**config.mk**
```make
export PLATFORM = sky130hd
export DESIGN_NAME = salr_regs
export DESIGN_NICKNAME = d
export VERILOG_FILES = /design/src/hdl/salr_pkg.sv /design/src/hdl/salr_regs.sv
export VERILOG_INCLUDE_DIRS = /design/src /design/src/hdl
export SDC_FILE = /design/constraint.sdc
export NUM_CORES = 1
export LEC_CHECK = 0
export BUFFER_PORTS_ARGS = -buffer_cell sky130_fd_sc_hd__buf_4
export CAP_MARGIN = 20
export CORE_AREA = 3 3 86 88
export DETAILED_ROUTE_END_ITERATION = 7
export DIE_AREA = 0 0 89 91
export MAX_ROUTING_LAYER = met4
export PLACE_DENSITY = 0.63
export SETUP_SLACK_MARGIN = 0.15
export SYNTH_ARGS = -nofsm -noshare
export SYNTH_HDL_FRONTEND = slang
export SYNTH_SLANG_ARGS = --single-unit
```
**constraint.sdc**
```tcl
create_clock -name clock_i -period 1.7 [get_ports clock_i]
set_input_delay 0.085 -clock clock_i [delete_from_list [all_inputs] [get_ports clock_i]]
set_output_delay 0.085 -clock clock_i [all_outputs]
set_load 0.01 [all_outputs]
```
**src/hdl/salr_map.svh**
```systemverilog
// Register offsets, field positions, reset values and masks of the aux/lock register bank
`ifndef SALR_MAP_SVH
`define SALR_MAP_SVH

// ============================================================
// Register indices (byte address is four times the index)
`define SALR_IDX_QUAD 8'h71
`define SALR_IDX_AUX 8'h72
`define SALR_IDX_ADCLK 8'h73
`define SALR_IDX_LOCK 8'h7c
`define SALR_IDX_IRQ_STATUS 8'h7d
`define SALR_IDX_IRQ_MASK 8'h7e

// ============================================================
// Reset values
`define SALR_RST_QUAD 8'h60
`define SALR_RST_AUX 8'h32
`define SALR_RST_ADCLK 8'h00
`define SALR_RST_LOCK 8'h00

// ============================================================
// Writable bit masks; all other bits are reserved and read zero
`define SALR_WMASK_QUAD 8'he3
`define SALR_WMASK_AUX 8'h7a
`define SALR_WMASK_ADCLK 8'h07
`define SALR_WMASK_IRQ 8'h03

// ============================================================
// Field positions
`define SALR_AUX_SRC_BIT 6
`define SALR_AUX_PWR_HI 5
`define SALR_AUX_PWR_LO 4
`define SALR_AUX_ON_BIT 3
`define SALR_ADC_CLKDIS_BIT 2
`define SALR_NDIV_PD_BIT 1
`define SALR_LD_PRESCALE_BIT 0
`define SALR_IRQ_LOCK_BIT 0
`define SALR_IRQ_UNLOCK_BIT 1

// ============================================================
// Lock counter cycle selections
`define SALR_LD_BASE_0 11'h005
`define SALR_LD_PRESCALE 11'h020

`endif

```
**src/hdl/salr_pkg.sv**
```systemverilog
// Types shared by the aux/lock register bank
package salr_pkg;

    // Aux output controls as seen by the analog side
    typedef struct packed {
        logic source_osc;
        logic [1:0] power_level;
        logic output_on;
    } salr_aux_t;

    // Whole state of the register bank
    typedef struct packed {
        logic [7:0] quad;
        logic [7:0] aux;
        logic [7:0] adclk;
        logic [1:0] irq_status;
        logic [1:0] irq_mask;
        logic lock_q;
        logic ack;
        logic [31:0] rdata;
        salr_aux_t aux_out;
        logic adc_clk_off;
        logic ndiv_pd;
        logic [10:0] ld_cycles;
        logic irq;
    } salr_state_t;

endpackage

```
**src/hdl/salr_regs.sv**
```systemverilog
// Aux output, ADC clock, divider and lock status register bank on Avalon-MM
`timescale 1ns/1ps
`include "salr_map.svh"
// Notes on behaviour
// Aux source: 0 divided, 1 oscillator
// Two-bit aux power level, resets to three
// Aux output on only while bit set
// ADC enable overrides the clock disable bit
// Prescale sets lock count cycles to 32 times 1, 2, 4 or 8, not 5, 10, 20 or 40
// Lock status bit 0, upper bits zero
// Reserved bits ignore writes, read reset value
module salr_regs
    import salr_pkg::*;
(
    input wire logic clock_i,
    input wire logic rst_n_i,
    input wire logic [9:0] avs_address_i,
    input wire logic avs_read_i,
    input wire logic avs_write_i,
    input wire logic [31:0] avs_writedata_i,
    input wire logic [3:0] avs_byteenable_i,
    output logic [31:0] avs_readdata_o,
    output logic avs_waitrequest_o,
    input wire logic adc_enable_i,
    input wire logic [1:0] lock_count_select_i,
    input wire logic lock_detect_i,
    output logic aux_source_select_o,
    output logic [1:0] aux_power_level_o,
    output logic aux_output_on_o,
    output logic adc_clock_off_o,
    output logic feedback_divider_powerdown_o,
    output logic [10:0] lock_count_cycles_o,
    output logic irq_o
);

    // ============================================================
    // Decode helpers
    // Word index from byte address; low two bits ignored
    function automatic logic [7:0] word_index(input logic [9:0] a);
        word_index = a[9:2];
    endfunction

    // Masked byte-lane write of a register
    function automatic logic [7:0] merge(input logic [7:0] old, input logic [7:0] wd,
                                         input logic [7:0] wmask, input logic lane);
        merge = lane ? ((old & ~wmask) | (wd & wmask)) : old;
    endfunction

    salr_state_t s;
    salr_state_t next_s;
    logic take;
    logic [7:0] idx;
    logic [7:0] rd_byte;
    logic [10:0] base;
    logic lock_rise;
    logic lock_fall;
    logic [7:0] mask_byte;

    // ============================================================
    // Next-state logic
    // One wait cycle per access keeps readdata registered and the answer fixed
    always_comb
    begin
        next_s = s;
        take = (avs_read_i || avs_write_i) && !s.ack;
        idx = word_index(avs_address_i);
        rd_byte = 8'h00;
        // Mask register is two bits wide; merge works on a whole byte
        mask_byte = merge({6'h00, s.irq_mask}, avs_writedata_i[7:0], `SALR_WMASK_IRQ,
            avs_byteenable_i[0]);
        next_s.ack = take;
        next_s.lock_q = lock_detect_i;
        lock_rise = lock_detect_i && !s.lock_q;
        lock_fall = !lock_detect_i && s.lock_q;
        // Register writes; reserved positions keep their reset zeros
        if (take && avs_write_i)
        begin
            case (idx)
                `SALR_IDX_QUAD: next_s.quad = merge(s.quad, avs_writedata_i[7:0],
                    `SALR_WMASK_QUAD, avs_byteenable_i[0]);
                `SALR_IDX_AUX: next_s.aux = merge(s.aux, avs_writedata_i[7:0],
                    `SALR_WMASK_AUX, avs_byteenable_i[0]);
                `SALR_IDX_ADCLK: next_s.adclk = merge(s.adclk, avs_writedata_i[7:0],
                    `SALR_WMASK_ADCLK, avs_byteenable_i[0]);
                `SALR_IDX_IRQ_MASK: next_s.irq_mask = mask_byte[1:0];
                default: ;
            endcase
        end
        // Readback; unmapped words read zero
        case (idx)
            `SALR_IDX_QUAD: rd_byte = s.quad;
            `SALR_IDX_AUX: rd_byte = s.aux;
            `SALR_IDX_ADCLK: rd_byte = s.adclk;
            `SALR_IDX_LOCK: rd_byte = {7'h00, s.lock_q};
            `SALR_IDX_IRQ_STATUS: rd_byte = {6'h00, s.irq_status};
            `SALR_IDX_IRQ_MASK: rd_byte = {6'h00, s.irq_mask};
            default: rd_byte = 8'h00;
        endcase
        if (take && avs_read_i)
        begin
            next_s.rdata = {24'h000000, rd_byte};
        end
        // Status read clears; a new event in the same cycle wins
        if (take && avs_read_i && idx == `SALR_IDX_IRQ_STATUS)
        begin
            next_s.irq_status = 2'h0;
        end
        if (lock_rise)
        begin
            next_s.irq_status[`SALR_IRQ_LOCK_BIT] = 1'b1;
        end
        if (lock_fall)
        begin
            next_s.irq_status[`SALR_IRQ_UNLOCK_BIT] = 1'b1;
        end
        next_s.irq = |(next_s.irq_status & next_s.irq_mask);
        // Analog-facing controls
        next_s.aux_out.source_osc = next_s.aux[`SALR_AUX_SRC_BIT];
        next_s.aux_out.power_level =
            next_s.aux[`SALR_AUX_PWR_HI:`SALR_AUX_PWR_LO];
        next_s.aux_out.output_on = next_s.aux[`SALR_AUX_ON_BIT];
        // Enabled ADC always gets its clock, whatever the disable bit holds
        next_s.adc_clk_off = next_s.adclk[`SALR_ADC_CLKDIS_BIT] && !adc_enable_i;
        next_s.ndiv_pd = next_s.adclk[`SALR_NDIV_PD_BIT];
        // Base counts 5,10,20,40; prescale gives 32,64,128,256 (x32 of 1,2,4,8)
        base = `SALR_LD_BASE_0 << lock_count_select_i;
        if (next_s.adclk[`SALR_LD_PRESCALE_BIT])
        begin
            next_s.ld_cycles = `SALR_LD_PRESCALE << lock_count_select_i;
        end
        else
        begin
            next_s.ld_cycles = base;
        end
        if (!rst_n_i)
        begin
            next_s = '0;
            next_s.quad = `SALR_RST_QUAD;
            next_s.aux = `SALR_RST_AUX;
            next_s.adclk = `SALR_RST_ADCLK;
            next_s.aux_out.power_level = 2'(`SALR_RST_AUX >> `SALR_AUX_PWR_LO);
            next_s.ld_cycles = `SALR_LD_BASE_0;
        end
    end

    // ============================================================
    // State register
    always_ff @(posedge clock_i)
    begin
        s <= next_s;
    end

    // ============================================================
    // Outputs straight from state
    assign avs_readdata_o = s.rdata;
    assign avs_waitrequest_o = !s.ack;
    assign aux_source_select_o = s.aux_out.source_osc;
    assign aux_power_level_o = s.aux_out.power_level;
    assign aux_output_on_o = s.aux_out.output_on;
    assign adc_clock_off_o = s.adc_clk_off;
    assign feedback_divider_powerdown_o = s.ndiv_pd;
    assign lock_count_cycles_o = s.ld_cycles;
    assign irq_o = s.irq;

endmodule

```
==> results.txt, run 1 <==
The run finished with clean final reports. Placeable core region: 6720 um^2. The signal on the critical path passes through and3b_2, buf_4, and4_4, mux2i_2, o22ai_1.

In the routed design, unresolved DRC markers number 0. STA classifies the critical path startpoint as a flop. The reported max-cap violation count is 0, and the pre-CTS setup slack is 0.114 ns. After synthesis, the cell types taking the most area are dfxtp_1 (38%), buf_4 (17%), mux2i_1 (5.0%). Data on the critical path arrives at its endpoint at 1.66 ns.

For this block, the routed nets add up to 4210 um of wire. For this run, the top clock speed supported by timing is 0.675 GHz. The path with the worst hold slack has its endpoint at s[51]$_SDFF_PN0_. The number of I/O pins was 105; the flop and latch count out of synthesis was 38. The tools report the final estimated routing congestion in global placement as 0.775. For the standby leakage power, the log shows 1.04 nW.

The critical path in this run is classified as flop to flop. The buffer cell driving the clock tree root was clkbuf_8. The overall fraction of global-route tracks in use was 0.107. The placed wire-length estimate was 3180 um; the number of global-route vias before repair was 1,389. The total of buffers placed on input and output ports is 49, and the maximum fanout encountered on the critical timing path is 6. The tools report the iteration-0 DRC count of the detailed router as 62. The area share of the leading cell type in the synthesized netlist was 0.379. Setup repair after global routing left no endpoint under its margin. Summed over all instances, the cell type with the most area after synthesis is dfxtp_1. The count of different cell masters after synthesis came out at 44.

For the finished layout, the period the worst path requires is 1.48 ns. The die is 91 um tall. The first-pass GRT wire length is 6490 um, and the data required time of the worst path is 1.88 ns.

For this run, the leading register cell type out of synthesis is dfxtp_1. The count of cells along the worst hold path is 2. In this design, the stage delay of the slowest critical-path cell is 0.32 ns. Across the whole layout, storage elements account for 761 um^2. The die covers 8100 um^2. The slowest stage of the critical path is the dfxtp_1 cell.

The final-report max-slew violation count came out at 0. For the worst setup slack after layout, the log shows 0.219 ns. Average footprint of a synthesized cell: 9.12 um^2. The power density relative to cell area was 749 nW/um^2; the post-synthesis instance area was 2010 um^2.

Number of synthesis warnings: 0. The share of cells above drive strength 1 is 0.297. The tools report the number of antenna violations at the first check in global routing as 0. Dividing the detail-routed via count by the number of cells gives 4.59. Across the VDD grid, the largest voltage drop is 0.351 mV. The number of buffers and inverters on the critical path came out at 1. Worst clock skew: 0.00485 ns. The kind of cell with the highest combined delay along the critical path is simple AND/OR/NAND/NOR gates. Final cell utilization of the core: 0.343. The worst hold path belongs to the class input port to flop. The setup check on the worst reg-to-reg path leaves a slack of 0.22 ns.

Counting flops with a built-in enable in the synthesized netlist gives 0. The worst-case clock buffer depth came out at 2. After the flow finishes, the layout carries non-filler instances totaling 329. STA classifies the critical path endpoint as a flop. The worst reg2reg path startpoint was s[50]$_SDFF_PN0_. Counting cells, the worst reg-to-reg path comes to 5. The routed layout has 1,509 vias.

For the final routed database, the setup TNS stands at 0 ns. The period utilization is 0.871. The fraction of registers with async set or reset after synthesis works out to 0. The proportion of synthesized chip area in sequential cells is 0.379.

Setup violations remaining at the end of the flow were counted as 0. The mean routed wirelength per cell came out at 12.8 um. The floorplan step set the die width to 89 um. The number of sinks handled by clock tree synthesis came out at 38. TritonCTS built the clock tree.

The global-route congestion overflow total came out at 0. In the final design database the tool counted 302 nets. The total power consumption of the routed design was 1.73 mW. After detailed placement, the design holds a cell count of 318. The residual antenna-violating net count after detailed routing is 0. The H-tree was split into 2 levels.

The count of filler cells inserted in the layout was 689. For this run, the detailed router's first-pass iteration total came to 4. The clock slew seen by the registers of the worst setup and hold paths is 0.07 ns.

Number of clock buffers inserted by TritonCTS: 5. The tools report the final count of hold timing violations as 0. After technology mapping, the gate count stands at 220.

Number of logic stages on the critical path including buffering: 5. The logs give 0.299 for the starting density of the core and 926 um^2 for the area of the multi-input gates. The floorplan has 30 rows. The number of antenna diodes in the final layout is 0. Entering global routing, the biggest net connects 40 pins.

The worst hold path begins at lock_detect_i. For the worst-skew pair, the clock arrives at the later sink with an insertion delay of 0.29 ns. The area growth from synthesis to layout is 14.8%. The worst register-to-register path ends at irq_o$_SDFF_PN0_.
[cell families after synthesis]
| family | synth area share |
|---|---|
| buf+inv | 0.210 |
| mux | 0.0630 |
| simple gates | 0.249 |
| compound gates | 0.0973 |
| other cells | 0.00187 |
| flops | 0.379 |
[flip-flops by register name, indices dropped and copies added, names as in the netlist]
register and count:
s 19, adc_clock_off_o 1, lock_count_cycles_o 9, avs_readdata_o 8, irq_o 1
[per-stage QoR]
| stage | area (um^2) | hold WS, ns |
|---|---|---|
| detailed placement | 2180 | 0.268 |
| CTS | 2290 | 0.00182 |
| global placement | 2180 | 0.272 |
| floorplan | 2100 | 0.155 |
| finish | 2300 | 0.00960 |
| global route | 2300 | 0.0123 |
[worst max path at each step]
stage	start	to	slack, ns
2_1_floorplan	s[50]$_SDFF_PN0_	lock_count_cycles_o[7]$_SDFF_PN0_	0.15
3_3_place_gp	s[50]$_SDFF_PN0_	lock_count_cycles_o[8]$_SDFF_PN0_	0.14
3_5_place_dp	s[50]$_SDFF_PN0_	lock_count_cycles_o[8]$_SDFF_PN0_	0.11
4_1_cts	s[50]$_SDFF_PN0_	s[78]$_SDFFE_PN1P_	0.16
5_1_grt	s[50]$_SDFF_PN0_	irq_o$_SDFF_PN0_	0.16
6_report	s[50]$_SDFF_PN0_	irq_o$_SDFF_PN0_	0.22
[synth_stat cells, drive strengths merged, types with 2 or more instances]
cell type / n
and2: 7
nor2: 3
a22o: 2
a32o: 2
nor2b: 9
inv: 3
buf: 52
o21ai: 5
and3: 2
and4: 3
and4b: 2
nor4bb: 3
nand4: 9
nor3b: 5
nand2: 17
mux2i: 10
dfxtp: 38
a31oi: 2
clkbuf: 7
nor3: 2
a21boi: 5
nand2b: 2
mux2: 2
a21oi: 2
nand3: 13
and3b: 3
[what timing repair did]
item | 4_1_cts | 5_1_grt
pin swaps | 0 | 0
gates resized for setup | 1 | 3
hold buffers | 1 | 0
buffers inserted | 1 | 1
endpoints found under the hold margin | 1 | 0
setup endpoints to repair | 11 | 6
[per-layer routing]
metal	GRT usage	vias to the layer above	wire length (um)
met1	0.130	699	1810
met2	0.165	56	2050
met3	0.0299	6	280
li1	-	748	-
met4	0.0434	0	70
met5	-	-	0
[area by class of cell]
cell class / instances / share of cell area
clock buffers: 7 / 0.0375
clock inverters: 1 / 0.00217
inverters: 3 / 0.00489
multi-input cells: 145 / 0.402
flip-flops and latches: 38 / 0.330
well taps: 80 / 0.0434
repair buffers: 55 / 0.180
[cells in the final DEF, fill, tap and decap left out, drive strengths merged, types with 3 or more instances in the layout]
cell type  instances
nor4bb             3
buf               54
conb              26
a21boi             5
nor3b              5
nand4              9
dfxtp             38
inv                3
o21ai              5
and2               7
nor2               3
mux2i             10
nor2b              9
and3b              3
nand2             17
clkbuf             7
nand3             13
and4               3
[where the power goes]
part	switching (mW)	internal, mW	total [mW]
sequential	0.00547	0.904	0.909
combinational	0.110	0.0815	0.192
clock	0.299	0.327	0.626
Power figures use the tool's default switching activity.
==> run 2: changes to the inputs <==
==> constraint.sdc (replaced) <==
create_clock -name clock_i -period 1.7 [get_ports clock_i]
set_input_delay 0.34 -clock clock_i [delete_from_list [all_inputs] [get_ports clock_i]]
set_output_delay 0.34 -clock clock_i [all_outputs]
set_load 0.01 [all_outputs]
==> results.txt, run 2 (same netlist as run 1, synthesis figures left out) <==
The total negative setup slack was 0 ns (unchanged). For the total power consumption of the routed design, the log shows 1.86 mW (+7.7%). The clock slew seen by the registers of the worst setup and hold paths works out to 0.08 ns (about the same). The total of buffers placed on input and output ports came out at 49 (unchanged). The root buffer cell chosen for the clock tree is clkbuf_8. The tools report the standby leakage power as 1.06 nW (+1.5%). The final-report max-slew violation count is 0 (unchanged). The maximum fanout encountered on the critical timing path is 6 (unchanged). Total die area: 8100 um^2 (unchanged). The number of remaining DRC errors is 0 (unchanged). H-tree depth: 2 (unchanged). The tools report the maximum number of pins on one net before global-route repair as 40 (unchanged).

The number of buffers and inverters on the critical path was 1 (unchanged); the final estimated routing congestion in global placement was 0.809 (+4.5%). The run gives 0.104 (-0.00250) as the overall fraction of global-route tracks in use. The final net count is 304 (+0.66%).

The worst-case clock buffer depth was 2 (unchanged). The reported max-cap violation count came out at 0 (unchanged). The run finished with clean final reports.

The logs give 38 (unchanged) for the number of sinks handled by clock tree synthesis and 0 (-1) for the post-cts hold buffer count. Share of cells above drive strength 1: 0.315 (+0.0176). The first-pass GRT wire length is 6530 um (+0.74%), and the delay of the slowest cell on the worst path is 0.33 ns (about the same). The chip height came out at 91 um (unchanged). The register ranked first by flip-flop count was s. The starting density of the core is 0.299 (unchanged), and the number of global-route vias before repair is 1,428 (+2.8%). The run gives 65 (+4.8%) as the iteration-0 DRC count of the detailed router. The number of clock buffers inserted by TritonCTS is 5 (unchanged).

The area growth from synthesis to layout is 16.8%. The top cell family by delay on the critical path was simple AND/OR/NAND/NOR gates. The tools report the number of I/O pins as 105 (unchanged). Placeable core region: 6720 um^2 (unchanged). The floorplan row count came out at 30 (unchanged).

The global-route congestion overflow total was 0 (unchanged). TritonCTS built the clock tree. In the layout the commonest cells are buf_4 (57), dfxtp_1 (38), conb_1 (26).

The worst setup path is captured at a flop. The tools report the maximum clock frequency as 0.685 GHz (+1.4%). The worst clock skew is 0.00799 ns (+0.00314 ns), and the total wire length is 4160 um (-1.1%). The width of the die was 89 um (unchanged). For the residual antenna-violating net count after detailed routing, the log shows 0 (unchanged).

The later-pin clock latency in the skew report was 0.29 ns (about the same). The setup path with the least slack is of type flop to flop. The slowest cell on the critical path is dfxtp_1. The data required time of the worst path was 1.87 ns (about the same); the per-cell via count in the routed design was 4.48 (-2.3%). The number of antenna violations at the first check in global routing came out at 0 (unchanged). The worst IR drop on VDD was 0.213 mV (-39%). The period utilization works out to 0.859 (-0.0124). The tools report the type of origin of the critical path as a flop.

Traced cell by cell, the critical path runs through and3b_2, buf_4, and4_4, mux2i_2, o22ai_1. Power density relative to cell area: 793 nW/um^2 (+5.9%). The number of detailed-routing iterations run before antenna repair was 4 (unchanged); the mean routed wirelength per cell was 12.6 um (-1.7%). The logs give 3180 um (about the same) for the placed wire-length estimate and 0 (unchanged) for the antenna diode count. Setup repair after global routing could not meet its margin everywhere. The clock period minus worst slack was 1.46 ns (-0.0212 ns). Number of flip-flops in the largest register: 19 (unchanged). The run gives 0 (unchanged) as the setup-violating endpoint count in the final report.

The worst min-delay path class was input port to flop. The via count came out at 1,484 (-1.7%). For the count of filler cells inserted in the layout, the log shows 698 (+1.3%).

The arrival time at the worst endpoint is 1.63 ns (-0.03 ns), and the final count of hold timing violations is 0 (unchanged). Most common library cell in the layout ignoring fill and taps: buf_4.
-- run 2: cell type report --
type | count | area [um^2] | share of cell area
clock buffers | 6 | 72.6 | 0.0309
multi-input cells | 145 | 935 | 0.399
clock inverters | 2 | 37.5 | 0.0160
well taps | 80 | 100 | 0.0427
flip-flops and latches | 38 | 761 | 0.324
repair buffers | 57 | 428 | 0.182
inverters | 3 | 11.3 | 0.00480
-- run 2: path summary, 6_finish.rpt --
check,startpoint,end,slack (ns),cells after the start
max,s[50]$_SDFF_PN0_,irq_o$_SDFF_PN0_,0.24,5
min,adc_enable_i,adc_clock_off_o$_SDFF_PN0_,0.21,2
min reg2reg,avs_readdata_o[4]$_SDFFE_PN0P_,avs_readdata_o[4]$_SDFFE_PN0P_,0.46,2
max reg2reg,s[50]$_SDFF_PN0_,irq_o$_SDFF_PN0_,0.24,5
-- run 2: what timing repair did --
action                     CTS  global route
gates resized for setup      0             4
setup endpoints to repair    0             9
setup buffers                0             1
-- run 2: metrics by stage --
stage	utilization	setup WS, ns	cell area, um^2	instances	hold slack [ns]
2_1_floorplan	-	0.0911	2110	245	0.410
3_3_place_gp	0.330	-0.00737	2220	322	0.452
3_5_place_dp	0.330	0.0228	2220	322	0.455
4_1_cts	0.346	0.168	2330	330	0.200
5_1_grt	0.349	0.144	2340	331	0.211
6_report	0.349	0.240	2340	331	0.211
-- run 2: power by group --
part	internal (mW)	switching (mW)
Sequential	0.903	0.00571
Clock	0.438	0.317
Combinational	0.0837	0.112
-- run 2: metal layers --
metal  GRT usage  share of wire  vias to the layer above
li1            -              -                      754
met1       0.133           0.45                      669
met2       0.165           0.47                       56
met3      0.0299          0.065                        5
met4      0.0223         0.0075                        0
met5           -              0                        -
==> run 3: changes to the inputs <==
Clock period 1.7 ns to 1.3 ns, I/O delays scaled along.
==> results.txt, run 3 (same netlist as run 1, synthesis figures left out) <==
TritonCTS built the clock tree. The run gives 764 um^2 (+0.49%) as the area occupied by registers. The logs give -0.144 ns (-0.384 ns) for the worst setup slack after layout and 0.472 (-0.017) for the sequential fraction of design power. The worst-case clock buffer depth was 2 (unchanged); the number of flip-flops in the largest register was 19 (unchanged). The worst setup path is launched from a flop.

The register-to-register setup slack is -0.14 ns (-0.38 ns), and the total die area is 8100 um^2 (unchanged). The tools report the number of detailed-routing iterations run before antenna repair as 4 (unchanged). The worst IR drop on VDD was 0.347 mV (+63%). The final estimated routing congestion in global placement is 0.800 (-1.2%), and the arrival time at the worst endpoint is 1.62 ns (about the same). The maximum fanout encountered on the critical timing path was 4 (-2); the residual antenna-violating net count after detailed routing was 0 (unchanged). Area of the multi-input gates: 1010 um^2 (+7.6%). The buffer cell driving the clock tree root is clkbuf_8.

Among cell families on the critical path, the largest total delay comes from simple AND/OR/NAND/NOR gates. The number of I/O pins is 105 (unchanged). The register ranked first by flip-flop count was s. The worst clock skew was 0.00492 ns (-0.00307 ns); the delay of the slowest cell on the worst path was 0.32 ns (about the same). For the clock network fraction of design power, the log shows 0.393 (-0.013). The capture point of the critical path was irq_o$_SDFF_PN0_. The count of placed standard cells in the final layout, fillers left out came out at 356 (+7.6%). Later-pin clock latency in the skew report: 0.29 ns (about the same).

Leaving out fill and tap cells, the most frequent cells in the layout are buf_4 (71), dfxtp_1 (35), conb_1 (26). The final count of hold timing violations is 0 (unchanged), and the switching fraction of total power is 0.239 (+0.00496). The data required time of the worst path is 1.48 ns (-0.39 ns), and the net switching power is 0.602 mW (+38%). The slowest stage of the critical path is the dfxtp_2 cell.

The worst hold path belongs to the class input port to flop. Setup repair after global routing could not meet its margin everywhere. The final net count came out at 329 (+8.2%). The smallest hold slack came out at 0.130 ns (-0.0813 ns). The logs give 0 (unchanged) for the final-report max-slew violation count and 3350 um (+5.3%) for the placed wire-length estimate. The period utilization was 1.11 (+0.252); the floorplan row count was 30 (unchanged).

Traced cell by cell, the critical path runs through buf_4, buf_6, and2b_2, nand4_1, a31oi_1, o22ai_1. In this run the critical register-to-register path is captured at irq_o$_SDFF_PN0_. The total of buffers placed on input and output ports works out to 49 (unchanged). The run finished, with violations left.

The clock slew seen by the registers of the worst setup and hold paths came out at 0.08 ns (about the same). For the first-pass GRT wire length, the log shows 6810 um (+4.2%). The tools report the iteration-0 DRC count of the detailed router as 52 (-20%). The layout-stage area growth over the synthesis result came out at 30.9%. The clock period minus worst slack was 1.44 ns (-0.0163 ns); the number of sinks handled by clock tree synthesis was 38 (unchanged). The number of global-route vias before repair was 1,439 (+0.77%); the total wire length was 4530 um (+8.8%). The logic depth of the worst register-to-register path is 6 (+1), and the count of filler cells inserted in the layout is 675 (-3.3%). Standby leakage power: 1.21 nW (+14%). The power density relative to cell area works out to 958 nW/um^2 (+21%). For the placed cell count, the log shows 338 (+5.0%). Per-cell via count in the routed design: 4.51 (+0.62%). The tools report the via count as 1,606 (+8.2%).

Placeable core region: 6720 um^2 (unchanged). The worst setup path is of the flop to flop kind. Number of buffers and inverters on the critical path: 2 (+1).

For the cell-internal power, the log shows 1.92 mW (+35%). The number of clock buffers inserted by TritonCTS is 5 (unchanged), and the number of remaining DRC errors is 0 (unchanged). Tracing the worst setup path back leads to its startpoint at s[50]$_SDFF_PN0_. The width of the die came out at 89 um (unchanged). The total power consumption of the routed design is 2.52 mW (+35%), and the overall fraction of global-route tracks in use is 0.110 (+0.00563). Share of total power in combinational logic: 0.135 (+0.030). The number of logic stages on the critical path including buffering came out at 6 (+1). The chip height came out at 91 um (unchanged). Most common library cell in the layout ignoring fill and taps: buf_4. The tools report the global-route congestion overflow total as 0 (unchanged).

The logs give 27 (-33%) for the maximum number of pins on one net before global-route repair and 25 (+25) for the setup-violating endpoint count in the final report. The run gives 0.299 (unchanged) as the starting density of the core. The mean routed wirelength per cell is 12.7 um (+1.2%). The tools report the total negative setup slack as -1.78 ns (-1.78 ns). The worst register-to-register path begins at s[50]$_SDFF_PN0_. The maximum clock frequency came out at 0.693 GHz (+1.1%). The H-tree depth is 2 (unchanged). The final reports fail on negative setup slack.

The run gives 0 (unchanged) as the antenna diode count. The share of cells above drive strength 1 was 0.438 (+0.124). The reported max-cap violation count came out at 0 (unchanged). The worst setup path is captured at a flop.

The tools report the number of antenna violations at the first check in global routing as 0 (unchanged). For the final cell utilization of the core, the log shows 0.391 (+0.0421).
run 3: cell types whose count changed in the layout (fill, tap and decap cells not counted), sizes merged:
| cell | before | now |
|---|---|---|
| nand2b | 2 | 3 |
| clkinv | 0 | 2 |
| clkbuf | 6 | 5 |
| buf | 57 | 80 |
| clkinvlp | 1 | 0 |
| mux2 | 2 | 3 |
run 3: what timing repair did:
| action | 4_1_cts | 5_1_grt |
|---|---|---|
| endpoints found under the hold margin | 0 | 0 |
| setup endpoints to repair | 37 | 37 |
| hold buffers | 0 | 0 |
| pin swaps | 8 | 13 |
| cloned | 1 | 1 |
| resized for setup | 23 | 12 |
| buffers inserted | 3 | 5 |
run 3: metal layers:
metal	GRT usage	wire (um)
met1	0.140	2080
met2	0.172	2150
met3	0.0318	297
met4	0.0261	7
met5	-	0
run 3: worst min-delay path by stage:
stage	from	to	slack, ns	depth (start not counted)
finish	adc_enable_i	adc_clock_off_o$_SDFF_PN0_	0.13	2
CTS	adc_enable_i	adc_clock_off_o$_SDFF_PN0_	0.12	2
detailed placement	adc_enable_i	adc_clock_off_o$_SDFF_PN0_	0.43	2
global route	adc_enable_i	adc_clock_off_o$_SDFF_PN0_	0.12	2
global placement	adc_enable_i	adc_clock_off_o$_SDFF_PN0_	0.43	2
floorplan	lock_count_select_i[1]	lock_count_cycles_o[6]$_SDFF_PP0_	0.33	1
run 3: power groups by stage:
stage               logic [mW]  registers (mW)  clock network (mW)
detailed placement       0.286            1.22                   0
CTS                      0.309            1.19                1.01
finish                   0.340            1.19               0.989
global placement         0.284            1.22                   0
floorplan                0.218            1.21                   0
global route             0.368            1.19                1.07
run 3: through the flow:
stage	instance area (um^2)	worst slack [ns]
finish	2630	-0.144
global route	2630	-0.179
floorplan	2140	-0.247
CTS	2550	-0.116
detailed placement	2340	-0.273
global placement	2340	-0.260
run 3: layout make-up:
cell class	count	share of cell area
multi-input cells	147	0.383
flip-flops and latches	38	0.291
repair buffers	80	0.241
well taps	80	0.0381
clock buffers	5	0.0262
clock inverters	3	0.0152
inverters	3	0.00524
